--- src/hdl/rsa_pkg.sv ---
// Constants, field layout and types for the receive status and
// end-of-packet block. Assumes a 100 MHz system clock and a slower
// receive FIFO read clock that arrives as a plain pin.
package rsa_pkg;
   // ===========================================================
   // Sizes
   localparam int NPORT     = 4;
   localparam int LVL_W     = 12;
   localparam int CNT_W     = 5;
   // ===========================================================
   // Register byte addresses
   localparam logic [7:0] CTRL_OFS   = 8'h00;
   localparam logic [7:0] THRESH_OFS = 8'h04;
   localparam logic [7:0] STATUS_OFS = 8'h08;
   // ===========================================================
   // Control register fields
   localparam int CTRL_PKT_BIT   = 0;
   localparam int CTRL_LVL_BIT   = 1;
   localparam int CTRL_INV_BIT   = 2;
   localparam int CTRL_ADR_LSB   = 4;
   localparam int CTRL_OEN_BIT   = 8;
   // ===========================================================
   // Reset values
   localparam logic             PKT_MODE_RST = 1'b0;
   localparam logic             LVL_SEL_RST  = 1'b1;
   localparam logic             INVERT_RST   = 1'b0;
   localparam logic [2:0]       ADR_CFG_RST  = 3'h0;
   localparam logic             OEN_RST      = 1'b0;
   localparam logic [LVL_W-1:0] THRESH_RST   = 12'h040;
   // ===========================================================
   // Cell counting and addresses
   localparam logic [CNT_W-1:0] HDR_WORDS    = 5'h03;
   localparam logic [CNT_W-1:0] LAST_WORD_HI = 5'h18; // Payload word 24
   localparam logic [CNT_W-1:0] LAST_WORD_LO = 5'h13; // Payload word 19
   localparam logic [4:0]       NULL_ADDR    = 5'h1f;
   localparam logic [CNT_W-1:0] SOP_COUNT    = 5'h01; // First word of a cell
   // ===========================================================
   // Bus responses
   localparam logic [1:0] RESP_OKAY   = 2'h0;
   localparam logic [1:0] RESP_SLVERR = 2'h2;
   // ===========================================================
   // Bus state machines
   typedef enum logic [1:0] {
      BUS_IDLE = 2'b00,
      BUS_TAKE = 2'b01,
      BUS_RESP = 2'b10
   } rsa_bus_t;
endpackage : rsa_pkg

--- src/hdl/rsa_status_eop.sv ---
// Receive-side direct availability outputs and packet end markers.
// Assumes same-clock FIFO status and word information from the receive
// data path; read clock, enable and address arrive as raw pins.
//
// The placing of the registers and the AXI4-Lite slave port were decided locally.
`timescale 1ns/1ps
module rsa_status_eop
   import rsa_pkg::*;
(
   input  wire logic                  clk,
   input  wire logic                  srst,
   // AXI4-Lite slave
   input  wire logic [7:0]            s_axi_awaddr,
   input  wire logic                  s_axi_awvalid,
   output logic                       s_axi_awready,
   input  wire logic [31:0]           s_axi_wdata,
   input  wire logic [3:0]            s_axi_wstrb,
   input  wire logic                  s_axi_wvalid,
   output logic                       s_axi_wready,
   output logic [1:0]                 s_axi_bresp,
   output logic                       s_axi_bvalid,
   input  wire logic                  s_axi_bready,
   input  wire logic [7:0]            s_axi_araddr,
   input  wire logic                  s_axi_arvalid,
   output logic                       s_axi_arready,
   output logic [31:0]                s_axi_rdata,
   output logic [1:0]                 s_axi_rresp,
   output logic                       s_axi_rvalid,
   input  wire logic                  s_axi_rready,
   // Link pins, asynchronous to clk
   input  wire logic                  rfclk,
   input  wire logic                  renb_n,
   input  wire logic [4:0]            radr,
   input  wire logic                  sys_if_out_enable_pin,
   // FIFO status from the receive data path
   input  wire logic [NPORT-1:0]      cell_ready,
   input  wire logic [NPORT-1:0]      cell_more,
   input  wire logic [NPORT-1:0]      pkt_end_held,
   input  wire logic [NPORT*LVL_W-1:0] fifo_level,
   // Word put on the data bus at the coming read clock edge
   input  wire logic                  word_strobe,
   input  wire logic                  word_sop,
   input  wire logic                  word_eop,
   input  wire logic                  word_single,
   // Pins
   output logic [NPORT-1:0]           direct_avail,
   output logic                       rmod_o,
   output logic                       rmod_oe_n,
   output logic                       reop_o,
   output logic                       reop_oe_n
);
   // ===========================================================
   // State
   typedef struct packed {
      logic [2:0]          rf_sync;
      logic [1:0]          en_sync;
      logic [9:0]          adr_sync;
      logic [4:0]          sel_addr;
      logic [CNT_W-1:0]    word_cnt;
      logic [1:0]          oen_sync;
      logic                pend_word;
      logic                pend_sop;
      logic                pend_eop;
      logic                pend_single;
      logic [NPORT-1:0]    avail;
      logic                rmod;
      logic                rmod_oe_n;
      logic                reop;
      logic                reop_oe_n;
      logic                pkt_mode;
      logic                lvl_sel;
      logic                invert;
      logic [2:0]          adr_cfg;
      logic                oen_bit;
      logic [LVL_W-1:0]    thresh;
      rsa_bus_t            wst;
      logic [7:0]          waddr;
      logic                awready;
      logic                wready;
      logic                bvalid;
      logic [1:0]          bresp;
      rsa_bus_t            rst;
      logic                arready;
      logic                rvalid;
      logic [31:0]         rdata;
      logic [1:0]          rresp;
   } rsa_state_t;

   rsa_state_t st_r;
   rsa_state_t st_nxt;

   logic       rf_rise;
   logic       en_act;
   logic [4:0] polled;
   logic       sel_ok;
   logic       drive;
   logic [CNT_W-1:0] last_word;

   // ===========================================================
   // Decoded link conditions
   assign rf_rise   = st_r.rf_sync[1] & ~st_r.rf_sync[2];
   assign en_act    = ~st_r.en_sync[1];
   assign polled    = st_r.adr_sync[9:5];
   assign sel_ok    = (st_r.sel_addr != NULL_ADDR) &&
                      (st_r.sel_addr[4:2] == st_r.adr_cfg);
   assign last_word = st_r.lvl_sel ? LAST_WORD_HI : LAST_WORD_LO;
   assign drive     = en_act & sel_ok & st_r.pkt_mode &
                      (st_r.oen_bit | st_r.oen_sync[1]);

   // ===========================================================
   // Next state
   always_comb begin
      st_nxt = st_r;
      // Pins pass two flip-flops before use
      st_nxt.rf_sync  = {st_r.rf_sync[1:0], rfclk};
      st_nxt.en_sync  = {st_r.en_sync[0], renb_n};
      st_nxt.adr_sync = {st_r.adr_sync[4:0], radr};
      st_nxt.oen_sync = {st_r.oen_sync[0], sys_if_out_enable_pin};

      // Word information waits for the next read clock edge, so a
      // one-cycle strobe is never lost between two slow edges
      if (word_strobe) begin
         st_nxt.pend_word   = 1'b1;
         st_nxt.pend_sop    = word_sop;
         st_nxt.pend_eop    = word_eop;
         st_nxt.pend_single = word_single & word_eop;
      end

      if (rf_rise) begin
         // Address latched while the enable is deasserted
         if (!en_act) begin
            st_nxt.sel_addr = polled;
         end
         // Count words of the cell in transfer; the first word counts
         // as one, so payload word N ends at count N plus the header
         if (st_r.pend_word && st_r.pend_sop) begin
            st_nxt.word_cnt = SOP_COUNT;
         end else if (st_r.pend_word && st_r.word_cnt != '1) begin
            st_nxt.word_cnt = st_r.word_cnt + 5'h01;
         end
         // Availability outputs, shared by both modes
         for (int p = 0; p < NPORT; p++) begin
            if (st_r.pkt_mode) begin
               st_nxt.avail[p] = (pkt_end_held[p] ||
                  fifo_level[p*LVL_W +: LVL_W] >= st_r.thresh)
                  ^ st_r.invert;
            end else if (sel_ok && polled == st_r.sel_addr &&
                         st_r.sel_addr[1:0] == p[1:0] &&
                         st_r.word_cnt >= last_word + HDR_WORDS &&
                         !cell_more[p]) begin
               st_nxt.avail[p] = 1'b0;
            end else begin
               st_nxt.avail[p] = cell_ready[p];
            end
         end
         // End marker and modulo, floated unless selected and enabled
         st_nxt.rmod_oe_n = ~drive;
         st_nxt.reop_oe_n = ~drive;
         st_nxt.reop = drive & st_r.pend_eop;
         // Modulo gives the length of the final word only
         st_nxt.rmod = drive & st_r.pend_eop &
                       st_r.pend_single;
         // The pending word is used up at this edge; a strobe in the
         // same cycle wins and waits for the following edge. End
         // information stays until a selected port presents it.
         if (!word_strobe) begin
            st_nxt.pend_word = 1'b0;
            st_nxt.pend_sop  = 1'b0;
            if (drive) begin
               st_nxt.pend_eop    = 1'b0;
               st_nxt.pend_single = 1'b0;
            end
         end
      end

      // Write channel: address and data taken together
      st_nxt.awready = 1'b0;
      st_nxt.wready  = 1'b0;
      case (st_r.wst)
         BUS_IDLE: begin
            if (s_axi_awvalid && s_axi_wvalid) begin
               st_nxt.awready = 1'b1;
               st_nxt.wready  = 1'b1;
               st_nxt.waddr   = s_axi_awaddr;
               st_nxt.wst     = BUS_TAKE;
            end
         end
         BUS_TAKE: begin
            st_nxt.bvalid = 1'b1;
            st_nxt.bresp  = RESP_OKAY;
            st_nxt.wst    = BUS_RESP;
            if (st_r.waddr == CTRL_OFS) begin
               if (s_axi_wstrb[0]) begin
                  st_nxt.pkt_mode = s_axi_wdata[CTRL_PKT_BIT];
                  st_nxt.lvl_sel  = s_axi_wdata[CTRL_LVL_BIT];
                  st_nxt.invert   = s_axi_wdata[CTRL_INV_BIT];
                  st_nxt.adr_cfg  = s_axi_wdata[CTRL_ADR_LSB +: 3];
               end
               if (s_axi_wstrb[1]) begin
                  st_nxt.oen_bit = s_axi_wdata[CTRL_OEN_BIT];
               end
            end else if (st_r.waddr == THRESH_OFS) begin
               if (s_axi_wstrb[0]) begin
                  st_nxt.thresh[7:0] = s_axi_wdata[7:0];
               end
               if (s_axi_wstrb[1]) begin
                  st_nxt.thresh[11:8] = s_axi_wdata[11:8];
               end
            end else if (st_r.waddr != STATUS_OFS) begin
               st_nxt.bresp = RESP_SLVERR;
            end
         end
         BUS_RESP: begin
            if (s_axi_bready) begin
               st_nxt.bvalid = 1'b0;
               st_nxt.wst    = BUS_IDLE;
            end
         end
         default: begin
            st_nxt.wst = BUS_IDLE;
         end
      endcase

      // Read channel
      st_nxt.arready = 1'b0;
      case (st_r.rst)
         BUS_IDLE: begin
            if (s_axi_arvalid) begin
               st_nxt.arready = 1'b1;
               st_nxt.rvalid  = 1'b1;
               st_nxt.rresp   = RESP_OKAY;
               st_nxt.rdata   = '0;
               st_nxt.rst     = BUS_RESP;
               case (s_axi_araddr)
                  CTRL_OFS: begin
                     st_nxt.rdata[CTRL_PKT_BIT]     = st_r.pkt_mode;
                     st_nxt.rdata[CTRL_LVL_BIT]     = st_r.lvl_sel;
                     st_nxt.rdata[CTRL_INV_BIT]     = st_r.invert;
                     st_nxt.rdata[CTRL_ADR_LSB +: 3] = st_r.adr_cfg;
                     st_nxt.rdata[CTRL_OEN_BIT]     = st_r.oen_bit;
                  end
                  THRESH_OFS: begin
                     st_nxt.rdata[LVL_W-1:0] = st_r.thresh;
                  end
                  STATUS_OFS: begin
                     st_nxt.rdata[3:0]   = st_r.avail;
                     st_nxt.rdata[4]     = st_r.reop;
                     st_nxt.rdata[5]     = st_r.rmod;
                     st_nxt.rdata[12:8]  = st_r.sel_addr;
                     st_nxt.rdata[20:16] = st_r.word_cnt;
                  end
                  default: begin
                     st_nxt.rresp = RESP_SLVERR;
                  end
               endcase
            end
         end
         BUS_RESP: begin
            if (s_axi_rready) begin
               st_nxt.rvalid = 1'b0;
               st_nxt.rst    = BUS_IDLE;
            end
         end
         default: begin
            st_nxt.rst = BUS_IDLE;
         end
      endcase
   end

   // ===========================================================
   // State register
   always_ff @(posedge clk) begin
      if (srst) begin
         st_r           <= '0;
         st_r.en_sync   <= 2'h3;
         st_r.sel_addr  <= NULL_ADDR;
         st_r.rmod_oe_n <= 1'b1;
         st_r.reop_oe_n <= 1'b1;
         st_r.pkt_mode  <= PKT_MODE_RST;
         st_r.lvl_sel   <= LVL_SEL_RST;
         st_r.invert    <= INVERT_RST;
         st_r.adr_cfg   <= ADR_CFG_RST;
         st_r.oen_bit   <= OEN_RST;
         st_r.thresh    <= THRESH_RST;
         st_r.wst       <= BUS_IDLE;
         st_r.rst       <= BUS_IDLE;
      end else begin
         st_r <= st_nxt;
      end
   end

   // ===========================================================
   // Outputs straight from flip-flops; availability has no enable
   assign direct_avail  = st_r.avail;
   assign rmod_o        = st_r.rmod;
   assign rmod_oe_n     = st_r.rmod_oe_n;
   assign reop_o        = st_r.reop;
   assign reop_oe_n     = st_r.reop_oe_n;
   assign s_axi_awready = st_r.awready;
   assign s_axi_wready  = st_r.wready;
   assign s_axi_bvalid  = st_r.bvalid;
   assign s_axi_bresp   = st_r.bresp;
   assign s_axi_arready = st_r.arready;
   assign s_axi_rvalid  = st_r.rvalid;
   assign s_axi_rdata   = st_r.rdata;
   assign s_axi_rresp   = st_r.rresp;
endmodule : rsa_status_eop

--- config.mk ---
export PLATFORM = sky130hd
export DESIGN_NAME = rsa_status_eop
export DESIGN_NICKNAME = d
export VERILOG_FILES = /design/src/hdl/rsa_pkg.sv /design/src/hdl/rsa_status_eop.sv
export SDC_FILE = /design/constraint.sdc
export NUM_CORES = 1
export LEC_CHECK = 0
export BUFFER_PORTS_ARGS = -buffer_cell sky130_fd_sc_hd__buf_2
export CORE_MARGIN = 4
export CORE_UTILIZATION = 35
export DETAILED_ROUTE_END_ITERATION = 7
export SYNTH_ARGS = -nofsm -noshare
export SYNTH_HDL_FRONTEND = slang
export SYNTH_SLANG_ARGS = --single-unit
--- constraint.sdc ---
create_clock -name clk -period 2.55 [get_ports clk]
set_clock_uncertainty 0.15 [all_clocks]
set_input_delay 0 -clock clk [delete_from_list [all_inputs] [get_ports clk]]
set_output_delay 0 -clock clk [all_outputs]
set_load 0.01 [all_outputs]
==> metrics, run 1 <==
Setup crit end kind=flip-flop; fin crit share=0.959; Worst EP required=2620 ps; Storage cell area=1840 um^2; vias in the first global route=4409; post-synthesis adder-cell area fraction=0.130; Post-Syn Area=5110 um^2; Die X=129 um; Max VDD drop=0.331 mV; DR vias=4654; Gate power share=0.127; commonest non-fill, non-tap cell in the layout=buf_2; Avg WL per Cell=14.9 um; routed wire length=13.9 mm; DRC=0; total of max-cap violations=0; CP Max Fanout=5; core box area=14100 um^2; Worst-path clk slew=60 ps; EDFF count, synth=0; synthesized instance count=589; Sw Share=0.235; share of post-route cells with drive strength above 1=0.238; die area=16600 um^2; slowest CP cell=dlygate4sd3_1; area occupied by multi-input gates=2830 um^2; flop-to-flop setup slack=110 ps; most frequent cells in the layout=buf_2, dfxtp_1, nor2_1, nand2_1, ha_1; area delta synth->final=28.7%; CTS Buf Count=9; Post-DP HPWL=11.0 mm; M2 GR Usage=0.278; Iter 0 DRT Violations=308; Final Hold Violating Endpoints=0; RSZ-0062 raised after global routing=false; initial antenna violation count=0; RePlAce Congestion=0.872; P per Cell Area=507 nW/um^2; M1 GR Usage=0.202; clock network fraction of design power=0.419; Starting Density=0.363; Max stage delay on crit path=590 ps; Async S/R FF share, synth=0; Pwr Total=3.33 mW; Global Route Usage Sum=0.164; Buf/Inv on CP=1; Hold WC Path Type=in -> reg; grt met3 use=0.0328; Worst Max-Slew Pin Slew=620 ps; final setup vio count=0; Vias/cell=4.97; Slew Limit Fails=0; critical path class=reg -> reg; CTS sink count=92; final cell count without fillers=936; synthesis-stage register bit count=92; crit path DAT=2510 ps; CTS root buf=clkbuf_16; ordered list of cells on the worst path=xor2_1 -> nor4_1 -> and3_1 -> nand3b_1 -> o41ai_1 -> dlygate4sd3_1 -> o31ai_1; ys flop type=dfxtp_1; Lkg Pwr=2.89 nW; Final TNS setup=0 ps; Internal=2.55 mW; clk_lat worst skew=330 ps; DR pass1 iterations=5; Final nets=935; register area share after synthesis=0.360; post-synth cell types=54; global route hottest layer=met2; Cell Rows=43; Tmin final=2440 ps; Post-Synth XOR/XNOR Area=0.0188; largest net degree at the start of global routing=46; mux share of post-synthesis cell area=0.0392; htree depth=3; clock tree buffer depth=2; largest family of logic cells by synthesized area=simple AND/OR/NAND/NOR gates; CP top delay family=simple AND/OR/NAND/NOR gates; # IOs=180; CTS tree=done; syn avg cell area=8.68 um^2; GRT overflow=0; IO Port Bufs=141; sw power=784 uW; area share of and/or/nand/nor cells after synthesis=0.196; global-route wire length before repair=21.6 mm; fillers=1393; ANT cells=0; dpl cell area=5770 um^2; Seq pwr share=0.454; outcome=finished clean; synth warn=0; post-synthesis compound-gate area fraction=0.158; Die Ht=129 um; max frequency=409 MHz; Inst Count DP=871; antenna viol nets, final=0; worst rel slew slack=0.586; fin area=6580 um^2; critical path launch point type=flip-flop
## cell usage after synthesis (all sizes together), types with 3 or more instances
library cell / instances / area (um^2)
nor3b: 3 / 22.5
mux2i: 20 / 200
o21ai: 26 / 130
a211oi: 11 / 82.6
nor4: 4 / 25.0
nand3: 14 / 70.1
a221oi: 3 / 26.3
o211ai: 5 / 37.5
a21oi: 36 / 180
a21o: 9 / 67.6
xor2: 6 / 52.6
nand2: 55 / 206
nor2b: 20 / 125
a22oi: 17 / 128
nand2b: 8 / 50.1
nor3: 11 / 66.3
a311oi: 4 / 35.0
clkbuf: 16 / 60.1
nand4: 5 / 31.3
dfxtp: 92 / 1840
nor2: 60 / 257
xnor2: 5 / 43.8
and3: 5 / 31.3
ha: 53 / 663
inv: 26 / 97.6
buf: 47 / 337
## metal layers
layer | up-vias | share of wire
li1 | 2339 | -
met1 | 2111 | 0.41
met2 | 177 | 0.49
met3 | 27 | 0.074
met4 | 0 | 0.031
met5 | - | 0
## power by group through the flow
stage / registers [mW] / logic [mW] / clock network (mW)
2_1_floorplan: 1.53 / 0.241 / 0
5_1_grt: 1.52 / 0.471 / 1.49
6_report: 1.52 / 0.423 / 1.40
3_3_place_gp: 1.55 / 0.353 / 0
3_5_place_dp: 1.55 / 0.364 / 0
4_1_cts: 1.51 / 0.422 / 1.43
## through the flow
stage,hold slack [ps],setup slack [ps],utilization
final,21.1,105,0.467
after global placement,41.5,283,0.409
after floorplan,-46.2,506,-
after detailed placement,41.3,261,0.409
after CTS,15.1,125,0.466
after global routing,44.7,8.47,0.467
## kinds of logic after synthesis
| group | Yosys count |
|---|---|
| XOR/XNOR | 11 |
| AO/OA/AOI/OAI | 125 |
| flip-flops | 92 |
| multiplexers | 20 |
| buffers and inverters | 89 |
| other | 1 |
| adder cells (fa/ha/maj) | 53 |
| AND/OR/NAND/NOR | 198 |
## final cells by class
class	instances	share of cell area
tap	180	0.0342
clock buffer	10	0.0348
timing repair buffer	199	0.192
inverter	26	0.0148
multi-input combinational	423	0.431
clock inverter	6	0.0135
sequential	92	0.280
## worst reg2reg max path: stages, from the launching register on
cell	delay [ps]
dfxtp_1	510
xor2_1	120
nor4_1	300
and3_1	220
nand3b_1	140
o41ai_1	250
dlygate4sd3_1	590
o31ai_1	60
## sequential cells by signal (all words and copies together) (netlist names)
register       count
direct_avail       4
polled             5
reop_o             1
reop_oe_n          1
rmod_o             1
s_axi_arready      1
s_axi_awready      1
s_axi_bresp        1
s_axi_bvalid       1
s_axi_rdata       18
s_axi_rresp        1
s_axi_rvalid       1
st_nxt             9
st_r              47
## worst paths after layout
path,start,endpoint,depth (start not counted)
hold / removal,s_axi_wstrb[1],st_r[65]$_SDFFE_PP0P_,4
setup / recovery,st_r[94]$_SDFFE_PP1P_,direct_avail[1]$_SDFFE_PP0P_,7
hold reg to reg,st_nxt[107]$_SDFF_PP1_,st_r[107]$_SDFF_PP1_,1
setup reg to reg,st_r[94]$_SDFFE_PP1P_,direct_avail[1]$_SDFFE_PP0P_,7
## timing repair
item	in CTS	in global routing
buffers inserted	0	1
hold buffers	48	0
resized for setup	0	2
endpoints found under the setup margin	0	2
endpoints found under the hold margin	48	0
(Power assumes the default switching activity.)
==> run 2: changes to the inputs <==
--- a/config.mk
+++ b/config.mk
@@ -7,7 +7,7 @@
 export LEC_CHECK = 0
 export BUFFER_PORTS_ARGS = -buffer_cell sky130_fd_sc_hd__buf_2
 export CORE_MARGIN = 4
-export CORE_UTILIZATION = 35
+export CORE_UTILIZATION = 28
 export DETAILED_ROUTE_END_ITERATION = 7
 export SYNTH_ARGS = -nofsm -noshare
 export SYNTH_HDL_FRONTEND = slang
==> metrics, run 2 (synthesized netlist as in run 1, its figures left out) <==
IO Port Bufs=141 (unchanged); share of post-route cells with drive strength above 1=0.234 (was 0.238); final setup vio count=0 (unchanged); area delta synth->final=28.1% (was 28.7%); slowest CP cell=dlygate4sd3_1 (unchanged); P per Cell Area=490 nW/um^2 (was 507 nW/um^2); Worst EP required=2610 ps (was 2620 ps); Pwr Total=3.21 mW (was 3.33 mW); Cell Rows=49 (was 43); CTS sink count=92 (unchanged); Die Ht=143 um (was 129 um); CTS root buf=clkbuf_16 (unchanged); Worst-path clk slew=60 ps (about the same); commonest non-fill, non-tap cell in the layout=buf_2 (unchanged); most frequent cells in the layout=buf_2, dfxtp_1, nor2_1, nand2_1, ha_1 (unchanged); Iter 0 DRT Violations=222 (was 308); Hold WC Path Type=in -> reg (unchanged); Final nets=929 (was 935); Avg WL per Cell=14.3 um (was 14.9 um); Storage cell area=1840 um^2 (unchanged); Inst Count DP=918 (was 871); critical path class=reg -> reg (unchanged); RePlAce Congestion=0.872 (about the same); Die X=143 um (was 129 um); Lkg Pwr=2.86 nW (was 2.89 nW); Max stage delay on crit path=600 ps (was 590 ps); number of flip-flops in the largest register=47 (unchanged); outcome=finished clean (unchanged); initial antenna violation count=1 (was 0); RSZ-0062 raised after global routing=false (unchanged); antenna viol nets, final=0 (unchanged); DRC=0 (unchanged); clock tree buffer depth=2 (unchanged); final cell count without fillers=977 (was 936); Final TNS setup=0 ps (unchanged); CP Max Fanout=5 (unchanged); critical path launch point type=flip-flop (unchanged); Tmin final=2400 ps (was 2440 ps); area occupied by multi-input gates=2830 um^2 (unchanged); DR pass1 iterations=4 (was 5); crit path DAT=2460 ps (was 2510 ps); Vias/cell=4.60 (was 4.97); GRT overflow=0 (unchanged); DR vias=4496 (was 4654); global-route wire length before repair=22.0 mm (was 21.6 mm); core box area=18000 um^2 (was 14100 um^2); Starting Density=0.285 (was 0.363); CTS Buf Count=9 (unchanged); fin crit share=0.942 (was 0.959); htree depth=3 (unchanged); # IOs=180 (unchanged); clk_lat worst skew=330 ps (about the same); Post-CTS Setup Inserts=0 (unchanged); Reg with most FFs=st_r (unchanged); Slew Limit Fails=0 (unchanged); ordered list of cells on the worst path=xor2_1 -> nor4_1 -> and3_1 -> nand3b_1 -> o41ai_1 -> dlygate4sd3_1 -> o31ai_1 (unchanged); routed wire length=13.9 mm (about the same); worst rel slew slack=0.546 (was 0.586); Setup crit end kind=flip-flop (unchanged); die area=20500 um^2 (was 16600 um^2); max frequency=416 MHz (was 409 MHz); Final Hold Violating Endpoints=0 (unchanged); largest net degree at the start of global routing=49 (was 46); Global Route Usage Sum=0.134 (was 0.164); Max VDD drop=0.363 mV (was 0.331 mV); total of max-cap violations=0 (unchanged); Post-DP HPWL=11.1 mm (was 11.0 mm); CTS tree=done (unchanged); vias in the first global route=4329 (was 4409); fillers=1824 (was 1393); Worst Max-Slew Pin Slew=680 ps (was 620 ps)
## run 2: cell count changes in the layout (fill, tap and decap cells not counted), sizes merged
cell	change
buf	-3
bufinv	-1
clkinvlp	-2
diode	+1
dlygate4sd3	-3
## run 2: report_power, final
part	leakage (nW)	switching, mW	total [mW]	internal (mW)
logic	1.97	0.211	0.421	0.210
registers	0.750	0.0366	1.51	1.48
clock network	0.140	0.508	1.27	0.766
## run 2: path summary, 6_finish.rpt
check,startpoint,endpoint,slack [ps],cells after the start
worst max-delay path,st_r[93]$_SDFFE_PP1P_,direct_avail[1]$_SDFFE_PP0P_,150,7
worst min-delay path,s_axi_wvalid,st_r[51]$_SDFFE_PP0P_,8,3
worst max register to register,st_r[93]$_SDFFE_PP1P_,direct_avail[1]$_SDFFE_PP0P_,150,7
worst min register to register,st_nxt[107]$_SDFF_PP1_,st_r[107]$_SDFF_PP1_,260,1
## run 2: area by class of cell
| cell class | instances | area share |
|---|---|---|
| Clock buffer | 10 | 0.0365 |
| Timing Repair Buffer | 193 | 0.184 |
| Antenna cell | 1 | 0.000382 |
| Multi-Input combinational cell | 423 | 0.432 |
| Inverter | 26 | 0.0149 |
| Clock inverter | 3 | 0.00611 |
| Tap cell | 229 | 0.0437 |
| Sequential cell | 92 | 0.282 |
## run 2: metal layers
layer  wire, um  global-route usage  vias up
li1           -                   -     2335
met1       6170               0.170     2014
met2       6660               0.229      131
met3        804              0.0291       16
met4        293              0.0400        0
met5          0                   0        -
## run 2: critical path: cells and delay by family, from the launching register on
family                 cells  cell delay (ps)
flip-flops                 1              500
AND/OR/NAND/NOR            3              610
AO/OA/AOI/OAI              2              310
buffers and inverters      1              600
XOR/XNOR                   1              110
## run 2: through the flow
step            util  cell area, um^2  hold WS, ps  worst slack [ps]
5_1_grt        0.365             6550         13.0              5.48
2_1_floorplan      -             5170        -46.2               506
6_report       0.365             6550         7.54               148
3_5_place_dp   0.324             5820         43.9               255
4_1_cts        0.364             6550         5.16              98.8
3_3_place_gp   0.324             5820         39.5               283
## run 2: timing repair
item	in CTS	in global routing
endpoints found under the setup margin	0	1
hold buffers	45	0
gates resized for setup	0	2
endpoints found under the hold margin	49	0
==> run 3: changes to the inputs <==
==> constraint.sdc (replaced) <==
create_clock -name clk -period 2.55 [get_ports clk]
set_clock_uncertainty 0.15 [all_clocks]
set_input_delay 0.51 -clock clk [delete_from_list [all_inputs] [get_ports clk]]
set_output_delay 0.51 -clock clk [all_outputs]
set_load 0.01 [all_outputs]
==> metrics, run 3 (synthesized netlist as in run 1, its figures left out) <==
Post-DP HPWL=11.1 mm (about the same); antenna viol nets, final=0 (unchanged); Lkg Pwr=2.71 nW (was 2.86 nW); Starting Density=0.285 (unchanged); critical path launch point type=flip-flop (unchanged); flop-to-flop setup slack=190 ps (was 150 ps); total of max-cap violations=0 (unchanged); Max VDD drop=0.312 mV (was 0.363 mV); worst rel slew slack=0.606 (was 0.546); GRT overflow=0 (unchanged); Final nets=886 (was 929); final cell count without fillers=937 (was 977); clock tree buffer depth=2 (unchanged); clk_lat worst skew=340 ps (was 330 ps); max frequency=423 MHz (was 416 MHz); CTS sink count=92 (unchanged); Cell Rows=49 (unchanged); IO Port Bufs=141 (unchanged); CTS root buf=clkbuf_16 (unchanged); Inst Count DP=920 (was 918); Die Ht=143 um (unchanged); share of post-route cells with drive strength above 1=0.253 (was 0.234); CP Max Fanout=4 (was 5); routed wire length=13.7 mm (was 13.9 mm); Pwr Total=3.33 mW (was 3.21 mW); Vias/cell=4.65 (was 4.60); Worst EP required=2640 ps (was 2610 ps); dpl cell area=5840 um^2 (was 5820 um^2); Hold WS=204 ps (was 7.54 ps); core box area=18000 um^2 (unchanged); DR vias=4354 (was 4496); DR pass1 iterations=4 (unchanged); Tmin final=2360 ps (was 2400 ps); Post-Route Utilization=0.344 (was 0.365); Setup WS post-layout=186 ps (was 148 ps); RePlAce Congestion=0.854 (was 0.872); initial antenna violation count=6 (was 1); CTS Buf Count=9 (unchanged); Hold Buf Count CTS=0 (was 45); fin crit share=0.927 (was 0.942); CTS tree=done (unchanged); Reg with most FFs=st_r (unchanged); commonest non-fill, non-tap cell in the layout=buf_2 (unchanged); Post-CTS Setup Inserts=0 (unchanged); most frequent cells in the layout=buf_2, dfxtp_1, nor2_1, nand2_1, ha_1 (unchanged); Worst Max-Slew Pin Slew=584 ps (was 680 ps); Hold WC Path Type=in -> reg (unchanged); Avg WL per Cell=14.7 um (was 14.3 um); area delta synth->final=20.8% (was 28.1%); die area=20500 um^2 (unchanged); Final Hold Violating Endpoints=0 (unchanged); number of flip-flops in the largest register=47 (unchanged); Slew Limit Fails=0 (unchanged); htree depth=3 (unchanged); global-route wire length before repair=21.6 mm (was 22.0 mm); outcome=finished clean (unchanged); Global Route Usage Sum=0.134 (about the same); Iter 0 DRT Violations=232 (was 222); DRC=0 (unchanged); critical path class=reg -> reg (unchanged); vias in the first global route=4231 (was 4329); largest net degree at the start of global routing=79 (was 49); # IOs=180 (unchanged); Final TNS setup=0 ps (unchanged); P per Cell Area=540 nW/um^2 (was 490 nW/um^2); post_cts resized=0 (unchanged); final setup vio count=0 (unchanged); Setup Slack @ Placement=80.9 ps (was 255 ps); Worst-path clk slew=70 ps (was 60 ps); crit path DAT=2450 ps (was 2460 ps); fin area=6170 um^2 (was 6550 um^2); RSZ-0062 raised after global routing=false (unchanged); Setup crit end kind=flip-flop (unchanged); Die X=143 um (unchanged)
-- run 3: cell count changes in the layout (fill, tap and decap cells not counted), sizes merged --
cell	before	now
clkinvlp	0	1
buf	148	150
inv	26	27
bufinv	1	2
dlygate4sd3	45	0
-- run 3: layout make-up --
| cell class | count | area [um^2] |
|---|---|---|
| inverter | 26 | 97.6 |
| antenna | 1 | 2.50 |
| tap | 229 | 287 |
| sequential | 92 | 1840 |
| timing repair buffer | 150 | 786 |
| multi-input combinational | 423 | 2830 |
| clock buffer | 10 | 239 |
| fill | 1870 | 11800 |
| clock inverter | 6 | 86.3 |
-- run 3: per-layer routing --
layer	up-vias	global-route usage	part of all wire
met1	1927	0.168	0.43
met4	10	0.0495	0.031
met3	36	0.0422	0.082
met2	139	0.218	0.46
li1	2242	-	-
met5	-	0	0.0046
-- run 3: worst max-delay path, stage by stage (launching register included) --
cell and delay, ps:
dfxtp_1 380, inv_1 120, ha_1 310, and2_1 140, o2111ai_1 110, or4_1 540, o211ai_1 190, xnor2_1 110
a31o_1 220
-- run 3: final timing paths --
| path | depth (start not counted) | end | start |
|---|---|---|---|
| hold reg to reg | 1 | st_r[107]$_SDFF_PP1_ | st_nxt[107]$_SDFF_PP1_ |
| setup reg to reg | 8 | direct_avail[3]$_SDFFE_PP0P_ | st_r[60]$_SDFFE_PP0P_ |
| setup / recovery | 8 | direct_avail[3]$_SDFFE_PP0P_ | st_r[60]$_SDFFE_PP0P_ |
| hold / removal | 2 | st_nxt[107]$_SDFF_PP1_ | renb_n |
-- run 3: power by group --
group	leakage [nW]	switching, mW	internal (mW)
sequential	0.750	0.0374	1.48
clock	0.159	0.565	0.886
combinational	1.80	0.198	0.169
total	2.71	0.800	2.53
